==> config.mk <==
export PLATFORM = sky130hd
export DESIGN_NAME = hpb_host_port
export DESIGN_NICKNAME = d
export VERILOG_FILES = /design/src/hpb_pkg.sv /design/src/hpb_host_port.sv /design/src/hpb_fifo.sv
export SDC_FILE = /design/constraint.sdc
export NUM_CORES = 1
export LEC_CHECK = 0
export BUFFER_PORTS_ARGS = -buffer_cell sky130_fd_sc_hd__buf_2
export CORE_UTILIZATION = 60
export DETAILED_ROUTE_END_ITERATION = 16
export PLACE_DENSITY = 0.78
export SYNTH_ARGS = -nofsm -noshare
export SYNTH_HDL_FRONTEND = slang
export SYNTH_SLANG_ARGS = --single-unit
==> constraint.sdc <==
create_clock -name mclk -period 4.3 [get_ports mclk]
set_input_delay 0.86 -clock mclk [delete_from_list [all_inputs] [get_ports mclk]]
set_output_delay 0.86 -clock mclk [all_outputs]
set_load 0.1 [all_outputs]
==> src/hpb_pkg.sv <==
// Shared constants and carrier types of the host port bank block
package hpb_pkg;

	// ------------------------------------------------------------
	// Register window
	// ------------------------------------------------------------
	localparam logic [3:0] LINK_SET_LAST = 4'h7;
	localparam logic [3:0] buffer_data_port = 4'h8;
	localparam logic [3:0] buffer_data_port_high = 4'h9;
	localparam logic [3:0] LINK_CONFIG_REG_SIX = 4'h6;
	localparam logic [3:0] LINK_CONFIG_REG_SEVEN = 4'h7;
	localparam int SWAP_BIT_POS = 0;
	localparam int BUF_SIZE_BIT_POS = 1;
	localparam int BANK_LO_POS = 2;
	localparam logic [7:0] LINK_RESET_VAL = 8'h00;

	// ------------------------------------------------------------
	// Bank codes and strap modes
	// ------------------------------------------------------------
	typedef enum logic [1:0] {
		HPB_BANK_STATION = 2'h0,
		HPB_BANK_HASH = 2'h1,
		HPB_BANK_PORT = 2'h2,
		HPB_BANK_SPARE = 2'h3
	} hpb_bank_type;

	typedef enum logic [1:0] {
		HPB_MODE_EXP_JUMPERLESS = 2'h0,
		HPB_MODE_EXP_JUMPER = 2'h1,
		HPB_MODE_CARD = 2'h2,
		HPB_MODE_GENERAL = 2'h3
	} hpb_mode_type;

	// ------------------------------------------------------------
	// Buffer sizes and timing
	// ------------------------------------------------------------
	localparam int SMALL_BUF_ADDR_W = 13;
	localparam int LARGE_BUF_ADDR_W = 15;
	localparam int CRYSTAL_MHZ = 20;
	localparam int BIT_RATE_MBPS = 10;
	localparam int BIT_DIV = CRYSTAL_MHZ / BIT_RATE_MBPS;

	// Host request carrier
	typedef struct packed {
		logic rd;
		logic wr;
		logic [3:0] addr;
		logic [15:0] wdata;
	} hpb_req_type;

endpackage

==> src/hpb_host_port.sv <==
// Host register window, data port FIFOs, byte order and buffer sequencing
`timescale 1ns/1ps
`default_nettype none

// Functional notes
// [RL1] Expansion mode samples data line zero at strap
// [RL2] Straps pick expansion, card or general bus
// [RL3] Buffer size bit picks 8K or 32K
// [RL4] Bit rate enable divides the crystal clock
// [RL5] Swap bit low: low byte goes first
// [RL6] Swapping only in word bus configuration
// [RL7] Swap only data port words, both directions
// [RL8] Four sets of eight, byte or word
// [RL9] Link control set always at 00-07
// [RL10] Bank field maps one set at 08-0F
// [RL11] Bank code two puts data port at 08
// [RL12] DMA grant forces data port selection
// [RL13] Separate FIFOs, pointers advanced by device
// [RL14] Word config: data port is word-wide only
// [RL15] Host keeps port bank selected normally
// [RL16] Transmit chains packets from one start
// [RL17] Host writes length word then frame bytes
// [RL18] Only low four address bits select registers
module hpb_host_port #(
	parameter int FIFO_DEPTH_LOG2 = 2
) (
	input wire logic mclk,
	input wire logic rst,
	input wire logic strap_first,
	input wire logic strap_second,
	input wire logic strap_third,
	input wire logic buffer_data_line_zero,
	input wire logic word_mode,
	input wire logic dma_grant_in,
	input wire logic host_rd,
	input wire logic host_wr,
	input wire logic host_byte,
	input wire logic [7:0] host_addr,
	input wire logic [15:0] host_wdata,
	output logic [15:0] host_rdata,
	output logic host_ready,
	output logic [1:0] bus_mode,
	output logic [14:0] sram_addr,
	output logic [7:0] sram_wdata,
	input wire logic [7:0] sram_rdata,
	output logic sram_we_n,
	output logic sram_oe_n,
	output logic bit_tick,
	output logic [2:0] tx_pkt_count
);
	// ------------------------------------------------------------
	// State
	// ------------------------------------------------------------
	typedef enum logic [1:0] {ST_IDLE, ST_WR_HI, ST_RD_LO, ST_RD_HI} st_type;

	localparam int DIV_W = $clog2(hpb_pkg::BIT_DIV);

	typedef struct packed {
		logic [3:0] sy1;
		logic [3:0] sy2;
		logic strap_done;
		logic [1:0] mode;
		logic [63:0] link;
		logic [63:0] station;
		logic [63:0] hash;
		logic [47:0] port_misc;
		st_type st;
		logic [14:0] tx_ptr;
		logic [14:0] rx_ptr;
		logic [15:0] rx_word;
		logic rx_word_ok;
		logic [7:0] wr_hi_byte;
		logic [15:0] rdata;
		logic ready;
		logic [14:0] sram_addr;
		logic [7:0] sram_wdata;
		logic we_n;
		logic oe_n;
		logic [DIV_W-1:0] div;
		logic tick;
		logic [2:0] tx_pkts;
	} hpb_state_type;

	hpb_state_type q, d;

	logic tx_in_ready, tx_out_valid, tx_pop;
	logic [15:0] tx_in_data, tx_out_data;
	logic rx_in_valid, rx_in_ready, rx_out_valid, rx_pop;
	logic [15:0] rx_out_data;
	logic port_sel;
	logic [3:0] reg_idx;
	logic swap_on;
	logic [14:0] addr_mask;
	logic [1:0] bank;
	logic port_rd, port_wr;

	// ------------------------------------------------------------
	// Decode
	// ------------------------------------------------------------
	assign reg_idx = host_addr[3:0]; // RL18
	assign bank = q.link[hpb_pkg::LINK_CONFIG_REG_SEVEN*8+hpb_pkg::BANK_LO_POS
		+: 2];
	assign port_sel = dma_grant_in || // RL12
		(reg_idx[3] && bank == hpb_pkg::HPB_BANK_PORT &&
		reg_idx[2:1] == 2'h0); // RL11
	// Swap only on word bus, only through the data port
	assign swap_on = word_mode && q.link[hpb_pkg::LINK_CONFIG_REG_SEVEN*8 +
		hpb_pkg::SWAP_BIT_POS]; // RL6 RL7
	// Masking lets the pointer wrap inside the fitted SRAM
	assign addr_mask = q.link[hpb_pkg::LINK_CONFIG_REG_SIX*8 +
		hpb_pkg::BUF_SIZE_BIT_POS] ? 15'h7fff : 15'h1fff; // RL3
	// Word config takes only word accesses at the port
	assign port_wr = host_wr && port_sel && !(word_mode && host_byte); // RL14
	assign port_rd = host_rd && port_sel && !(word_mode && host_byte); // RL14
	// Swap on the way in: stored low byte leaves first
	assign tx_in_data = swap_on ? {host_wdata[7:0], host_wdata[15:8]} :
		(word_mode ? host_wdata : {8'h00, host_wdata[7:0]}); // RL5

	// Transmit FIFO: host words toward buffer memory
	hpb_fifo #(.WIDTH(16), .DEPTH_LOG2(FIFO_DEPTH_LOG2)) u_tx_fifo (
		.mclk(mclk),
		.rst(rst),
		.in_valid(port_wr),
		.in_ready(tx_in_ready),
		.in_data(tx_in_data),
		.out_valid(tx_out_valid),
		.out_ready(tx_pop),
		.out_data(tx_out_data)
	); // RL13

	// Receive FIFO: buffer memory words toward host
	hpb_fifo #(.WIDTH(16), .DEPTH_LOG2(FIFO_DEPTH_LOG2)) u_rx_fifo (
		.mclk(mclk),
		.rst(rst),
		.in_valid(rx_in_valid),
		.in_ready(rx_in_ready),
		.in_data(q.rx_word),
		.out_valid(rx_out_valid),
		.out_ready(rx_pop),
		.out_data(rx_out_data)
	); // RL13

	assign rx_in_valid = q.rx_word_ok;
	assign rx_pop = port_rd && rx_out_valid;
	assign tx_pop = (q.st == ST_IDLE) && tx_out_valid;

	// ------------------------------------------------------------
	// Next state
	// ------------------------------------------------------------
	always_comb begin
		d = q;
		d.sy1 = {buffer_data_line_zero, strap_third, strap_second,
			strap_first};
		d.sy2 = q.sy1;
		d.ready = 1'b0;
		d.we_n = 1'b1;
		d.oe_n = 1'b1;
		d.tick = 1'b0;
		if (q.rx_word_ok && rx_in_ready) begin
			d.rx_word_ok = 1'b0;
		end
		// Straps caught once, after the synchroniser settles
		if (!q.strap_done) begin
			d.strap_done = 1'b1;
			if (q.sy2[0]) begin // RL2
				d.mode = q.sy2[3] ? hpb_pkg::HPB_MODE_EXP_JUMPERLESS :
					hpb_pkg::HPB_MODE_EXP_JUMPER; // RL1
			end else if (q.sy2[1]) begin
				d.mode = hpb_pkg::HPB_MODE_CARD;
			end else begin
				d.mode = hpb_pkg::HPB_MODE_GENERAL;
			end
		end
		// Bit rate enable from the crystal clock
		if (q.div == DIV_W'(hpb_pkg::BIT_DIV - 1)) begin
			d.div = '0;
			d.tick = 1'b1; // RL4
		end else begin
			d.div = q.div + 1'b1;
		end
		// Register writes, byte or word
		if (host_wr && !port_sel) begin // RL8
			if (!reg_idx[3]) begin // RL9
				d.link[reg_idx[2:0]*8 +: 8] = host_wdata[7:0];
				if (!host_byte && reg_idx[2:0] != 3'h7) begin
					d.link[(reg_idx[2:0]+3'h1)*8 +: 8] = host_wdata[15:8];
				end
			end else begin // RL10
				unique case (bank)
					hpb_pkg::HPB_BANK_STATION:
						d.station[reg_idx[2:0]*8 +: 8] = host_wdata[7:0];
					hpb_pkg::HPB_BANK_HASH:
						d.hash[reg_idx[2:0]*8 +: 8] = host_wdata[7:0];
					hpb_pkg::HPB_BANK_PORT: begin
						if (reg_idx[2:0] >= 3'h2) begin
							d.port_misc[(reg_idx[2:0]-3'h2)*8 +: 8] =
								host_wdata[7:0];
						end
					end
					// Spare bank holds nothing
					hpb_pkg::HPB_BANK_SPARE: begin
					end
				endcase
			end
			d.ready = 1'b1;
		end
		// Transmit start: count chained packets queued
		if (host_wr && !port_sel && reg_idx == 4'ha &&
			bank == hpb_pkg::HPB_BANK_PORT && host_wdata[7]) begin
			d.tx_pkts = q.tx_pkts + 3'(host_wdata[2:0]); // RL16
		end else if (q.tx_pkts != 3'h0 && q.tick && q.st == ST_IDLE &&
			!tx_out_valid) begin
			d.tx_pkts = q.tx_pkts - 3'h1;
		end
		// Register reads; other registers never swapped
		if (host_rd) begin
			d.ready = 1'b1;
			if (port_sel) begin
				// Refused byte read in word mode gets no answer
				d.ready = port_rd; // RL14
				if (port_rd) begin
					d.rdata = rx_out_data; // RL7
				end
			end else if (!reg_idx[3]) begin
				// Word read of the last link register has no upper byte
				d.rdata[7:0] = q.link[reg_idx[2:0]*8 +: 8];
				d.rdata[15:8] = (reg_idx[2:0] == 3'h7) ? 8'h00 :
					q.link[(reg_idx[2:0]+3'h1)*8 +: 8];
			end else if (bank == hpb_pkg::HPB_BANK_STATION) begin
				d.rdata = {8'h00, q.station[reg_idx[2:0]*8 +: 8]};
			end else if (bank == hpb_pkg::HPB_BANK_HASH) begin
				d.rdata = {8'h00, q.hash[reg_idx[2:0]*8 +: 8]};
			end else if (bank == hpb_pkg::HPB_BANK_PORT) begin
				d.rdata = {8'h00,
					q.port_misc[(reg_idx[2:0]-3'h2)*8 +: 8]};
			end else begin
				d.rdata = 16'h0000;
			end
		end
		if (port_wr) begin
			d.ready = tx_in_ready;
		end
		// Buffer sequencer; writes win over prefetch reads
		unique case (q.st)
			ST_IDLE: begin
				if (tx_out_valid) begin
					d.sram_addr = q.tx_ptr & addr_mask;
					d.sram_wdata = tx_out_data[7:0];
					d.wr_hi_byte = tx_out_data[15:8];
					d.we_n = 1'b0;
					d.tx_ptr = (q.tx_ptr + 15'h1) & addr_mask; // RL13
					d.st = word_mode ? ST_WR_HI : ST_IDLE;
				end else if (!q.rx_word_ok && rx_in_ready) begin
					d.sram_addr = q.rx_ptr & addr_mask;
					d.oe_n = 1'b0;
					d.st = ST_RD_LO;
				end
			end
			ST_WR_HI: begin
				d.sram_addr = q.tx_ptr & addr_mask;
				d.sram_wdata = q.wr_hi_byte;
				d.we_n = 1'b0;
				d.tx_ptr = (q.tx_ptr + 15'h1) & addr_mask;
				d.st = ST_IDLE;
			end
			ST_RD_LO: begin
				d.rx_word = {8'h00, sram_rdata};
				d.rx_ptr = (q.rx_ptr + 15'h1) & addr_mask;
				if (word_mode) begin
					d.sram_addr = (q.rx_ptr + 15'h1) & addr_mask;
					d.oe_n = 1'b0;
					d.st = ST_RD_HI;
				end else begin
					d.rx_word_ok = 1'b1;
					d.st = ST_IDLE;
				end
			end
			ST_RD_HI: begin
				// First byte from memory lands low unless swapped
				d.rx_word = swap_on ? {q.rx_word[7:0], sram_rdata} :
					{sram_rdata, q.rx_word[7:0]}; // RL5
				d.rx_ptr = (q.rx_ptr + 15'h1) & addr_mask;
				d.rx_word_ok = 1'b1;
				d.st = ST_IDLE;
			end
		endcase
		// Sync reset; strap synchroniser keeps running through it
		if (rst) begin
			d = '0;
			d.sy1 = {buffer_data_line_zero, strap_third, strap_second,
				strap_first};
			d.sy2 = q.sy1;
			d.we_n = 1'b1; // Memory strobes idle while held in reset
			d.oe_n = 1'b1;
		end
	end

	// ------------------------------------------------------------
	// State register
	// ------------------------------------------------------------
	always_ff @(posedge mclk) begin
		q <= d;
	end

	assign host_rdata = q.rdata;
	assign host_ready = q.ready;
	assign bus_mode = q.mode;
	assign sram_addr = q.sram_addr;
	assign sram_wdata = q.sram_wdata;
	assign sram_we_n = q.we_n;
	assign sram_oe_n = q.oe_n;
	assign bit_tick = q.tick;
	assign tx_pkt_count = q.tx_pkts;
endmodule
`default_nettype wire

==> src/hpb_fifo.sv <==
// Small one-direction FIFO used for each data port direction
`timescale 1ns/1ps
`default_nettype none
module hpb_fifo #(
	parameter int WIDTH = 16,
	parameter int DEPTH_LOG2 = 2
) (
	input wire logic mclk,
	input wire logic rst,
	input wire logic in_valid,
	output logic in_ready,
	input wire logic [WIDTH-1:0] in_data,
	output logic out_valid,
	input wire logic out_ready,
	output logic [WIDTH-1:0] out_data
);
	localparam int DEPTH = 1 << DEPTH_LOG2;

	logic [WIDTH-1:0] mem [DEPTH];
	logic [DEPTH_LOG2:0] wp_q;
	logic [DEPTH_LOG2:0] rp_q;
	logic push;
	logic pop;

	// Full when the indices meet but the wrap bits differ
	assign in_ready = (wp_q[DEPTH_LOG2] == rp_q[DEPTH_LOG2]) ||
		(wp_q[DEPTH_LOG2-1:0] != rp_q[DEPTH_LOG2-1:0]);
	assign out_valid = wp_q != rp_q;
	assign out_data = mem[rp_q[DEPTH_LOG2-1:0]];
	assign push = in_valid && in_ready;
	assign pop = out_valid && out_ready;

	// Pointer and storage update
	always_ff @(posedge mclk) begin
		if (rst) begin
			wp_q <= '0;
			rp_q <= '0;
		end else begin
			if (push) begin
				mem[wp_q[DEPTH_LOG2-1:0]] <= in_data;
				wp_q <= wp_q + 1'b1;
			end
			if (pop) begin
				rp_q <= rp_q + 1'b1;
			end
		end
	end
endmodule
`default_nettype wire

==> flow_metrics.env <==
export IMPL_status="completed"
export IMPL_synth_cell_types=83
export IMPL_final_cells=2843
export IMPL_core_area_sq_um=38900
export IMPL_top_level_ports=91
export IMPL_place_hpwl_mm=42.4
export IMPL_die_w_microns=201
export IMPL_placed_cells_incl_taps=2748
export IMPL_port_buffers=85
export IMPL_route_vias_total=18115
export IMPL_grt_antenna_before_repair=1
export IMPL_muxShareOfSynthArea=0.180
export IMPL_worstHoldPathType="flop to flop"
export IMPL_critical_path_max_fanout=17
export IMPL_worst_setup_path_start_kind="input pin"
export IMPL_tightestPinTransition_ns=1.09
export IMPL_detail_route_wl_per_cell_microns=22.5
export IMPL_synth_compound_gate_area_share=0.112
export IMPL_syn_mean_instance_area_sq_um=10.2
export IMPL_timing_final_crit_share=0.818
export IMPL_cp_arrival_ns=4.01
export IMPL_netlist_top_cells_count="sky130_fd_sc_hd__dfxtp_1 (369), sky130_fd_sc_hd__nor2_1 (345), sky130_fd_sc_hd__mux2i_1 (230)"
export IMPL_routed_wl_mm=63.9
export IMPL_start_util=0.611
export IMPL_cts_reportedPaths_clkPinSlew_ns=0.06
export IMPL_leakage_nw=9.50
export IMPL_grt_setup_unrepaired="false"
export IMPL_fraction_of_final_layout_cells_sized_beyond_drive_strength_1=0.155
export IMPL_die_height_microns=201
export IMPL_post_synth_fa_ha_maj_area_fraction=0.0185
export IMPL_cts_htree_levels=2
export IMPL_cts_root_buffer_cell="sky130_fd_sc_hd__clkbuf_16"
export IMPL_path_class="input pin to flop"
export IMPL_clockBufferDepth=3
export IMPL_num_rows=72
export IMPL_global_route_overflow_total=0
export IMPL_routed_via_density=6.37
export IMPL_synthSimpleGateAreaFrac=0.151
export IMPL_final_period_minus_worst_setup_slack_ns=3.52
export IMPL_postSynthCellCount=2324
export IMPL_post_synth_xor_area_fraction=0.0162
export IMPL_mappedNetlistArea_sq_um=23800
export IMPL_syn_nets=2401
export IMPL_cts_repair_resized=0
export IMPL_max_clock_freq_mhz=284
export IMPL_synth_largest_area_cell="sky130_fd_sc_hd__dfxtp_1"
export IMPL_grt_util_all_layers=0.314
export IMPL_finalClockSkew_ns=0.0213
export IMPL_finish_net_count=2359
export IMPL_synth_ff_type="sky130_fd_sc_hd__dfxtp_1"
export IMPL_first_pass_grt_wire_length_mm=99.1
export IMPL_max_cap_violations=0
export IMPL_first_iter_violations=1880
export IMPL_p_per_area_nw_per_um2=482
export IMPL_postCtsHoldBufs=0
export IMPL_clock_latency_ns=0.60
export IMPL_yosysSeqAreaShare=0.472
export IMPL_drt_drc_violations_left=0
export IMPL_setup_worst_path_end_class="flop"
export IMPL_fin_tns_setup_ns=0
export IMPL_setup_violations=0
export IMPL_drt_pass1_iter_count=5
export IMPL_synthTopCellsByArea="sky130_fd_sc_hd__dfxtp_1 (31%), sky130_fd_sc_hd__edfxtp_1 (16%), sky130_fd_sc_hd__mux2i_1 (9.7%), sky130_fd_sc_hd__mux4_2 (7.3%), sky130_fd_sc_hd__nor2_1 (5.4%)"
export IMPL_maxSlewViolCount=0
export IMPL_required_ns=4.80
export IMPL_grt_pass1_vias=17313
export IMPL_cts_repair_timing_setup_buffer_count=0
export IMPL_cts_inserted_buffers=50
export IMPL_postSynthRegisterBits=497
export IMPL_synth_async_sr_flop_share=0
export IMPL_cts_sink_count=497
export IMPL_floorplan_die_area_sq_um=40500
export IMPL_vdd_drop_max_uv=357
export IMPL_area_delta_synth_final_pct=9.05
export IMPL_detail_route_antenna_nets=0
export IMPL_synth_enable_flop_cells=128
export IMPL_grt_max_degree=183
export IMPL_synth_top_family_by_area="multiplexers"
export IMPL_cts_tree="yes"
export IMPL_slew_headroom=0.270
export IMPL_synth_largest_type_area_fraction=0.311
export IMPL_routabilityCongestion=0.970
export IMPL_ys_warnings_count=0
export IMPL_cell_with_the_most_instances_after_synthesis="sky130_fd_sc_hd__dfxtp_1"
export IMPL_report_final_hold_viol_count=0
==> area by class of cell <==
type | count | area [sq um]
diodes | 1 | 2.50
clock buffers | 65 | 1440
inverters | 23 | 86.3
repair buffers | 130 | 803
clock inverters | 29 | 373
multi-input cells | 1580 | 11400
fillers | 2955 | 13000
well taps | 518 | 648
flip-flops and latches | 497 | 11200
==> metrics by stage <==
step | hold slack [ns] | total power (W) | utilization | setup WS [ns] | instance area, sq um
final | 0.326 | 0.0125 | 0.667 | 0.783 | 25900
after global routing | 0.341 | 0.0129 | 0.667 | 0.565 | 25900
after CTS | 0.328 | 0.0125 | 0.667 | 0.855 | 25900
after detailed placement | 0.314 | 0.00782 | 0.620 | 0.245 | 24100
after global placement | 0.312 | 0.00777 | 0.620 | 0.393 | 24100
after floorplan | 0.310 | 0.00737 | - | 0.262 | 23800
==> cell usage in the layout, fill, tap and decap left out, types with 7 or more instances in the layout <==
cell type and count:
sky130_fd_sc_hd__nor4_1 14, sky130_fd_sc_hd__edfxtp_1 128, sky130_fd_sc_hd__xor2_1 19, sky130_fd_sc_hd__clkinv_2 11, sky130_fd_sc_hd__and3_1 23, sky130_fd_sc_hd__bufinv_16 8, sky130_fd_sc_hd__or3_1 12, sky130_fd_sc_hd__o21ai_0 74
sky130_fd_sc_hd__nand2_1 132, sky130_fd_sc_hd__buf_4 45, sky130_fd_sc_hd__o22ai_1 15, sky130_fd_sc_hd__nor2b_1 25, sky130_fd_sc_hd__ha_1 32, sky130_fd_sc_hd__and2_1 26, sky130_fd_sc_hd__nor2_4 7, sky130_fd_sc_hd__mux2i_1 230
sky130_fd_sc_hd__a31oi_1 12, sky130_fd_sc_hd__buf_2 82, sky130_fd_sc_hd__nand3_1 55, sky130_fd_sc_hd__nor3b_1 14, sky130_fd_sc_hd__xnor2_1 25, sky130_fd_sc_hd__a211o_1 7, sky130_fd_sc_hd__inv_1 21, sky130_fd_sc_hd__a211oi_1 50
sky130_fd_sc_hd__nor3_1 18, sky130_fd_sc_hd__dfxtp_1 369, sky130_fd_sc_hd__nand4_1 21, sky130_fd_sc_hd__mux4_2 77, sky130_fd_sc_hd__clkbuf_16 53, sky130_fd_sc_hd__a22oi_1 9, sky130_fd_sc_hd__a311oi_1 16, sky130_fd_sc_hd__a21oi_1 177
sky130_fd_sc_hd__mux2_2 21, sky130_fd_sc_hd__nor2_1 345
==> sequential cells by signal, indices dropped and copies added (netlist names), 8 cells and up, named ones only <==
| name | cells |
|---|---|
| host_rdata | 16 |
| u_rx_fifo.mem | 64 |
| sram_addr | 15 |
| u_tx_fifo.mem | 64 |
| q | 302 |
| sram_wdata | 8 |
==> per-layer routing <==
layer	wire length, microns	part of all wire	vias to the layer above	GRT usage
met5	0	0	-	0
met4	3200	0.050	0	0.162
met1	25200	0.39	8766	0.410
li1	-	-	8294	-
met2	30300	0.47	866	0.509
met3	5190	0.081	189	0.0463
==> worst max-delay path, cell delays in order <==
cell and delay, ns:
sky130_fd_sc_hd__buf_4 0.23, sky130_fd_sc_hd__inv_1 0.26, sky130_fd_sc_hd__ha_1 0.37, sky130_fd_sc_hd__nor3_1 0.21, sky130_fd_sc_hd__ha_1 0.30, sky130_fd_sc_hd__nor3b_4 0.42, sky130_fd_sc_hd__nand3_2 0.36, sky130_fd_sc_hd__a21oi_2 0.66
sky130_fd_sc_hd__nor2_1 0.09, sky130_fd_sc_hd__a211oi_1 0.24
==> cell families (layout without fill, tap and decap cells) <==
group / count (synthesis) / after routing
and+or+nand+nor: 747 / 747
DFF: 497 / 497
AOI/OAI and AO/OA: 427 / 427
muxes: 328 / 328
buffers and inverters: 247 / 247
xor gates and xnor gates: 44 / 44
adders and majority gates: 34 / 34
other: 0 / 1
==> path summary, 6_finish.rpt <==
check                from      endpoint  slack, ns  cells after the start
min reg2reg        q[352]        q[348]       0.33                      0
max reg2reg        q[102]  sram_addr[3]       1.51                      7
min                q[352]        q[348]       0.33                      0
max          host_addr[1]        q[332]       0.78                     10
==> where the power goes <==
part / switching [W] / internal (W)
logic: 0.00189 / 0.000639
clock network: 0.00189 / 0.00285
registers: 0.000207 / 0.00503
Power figures use the tool's default switching activity.
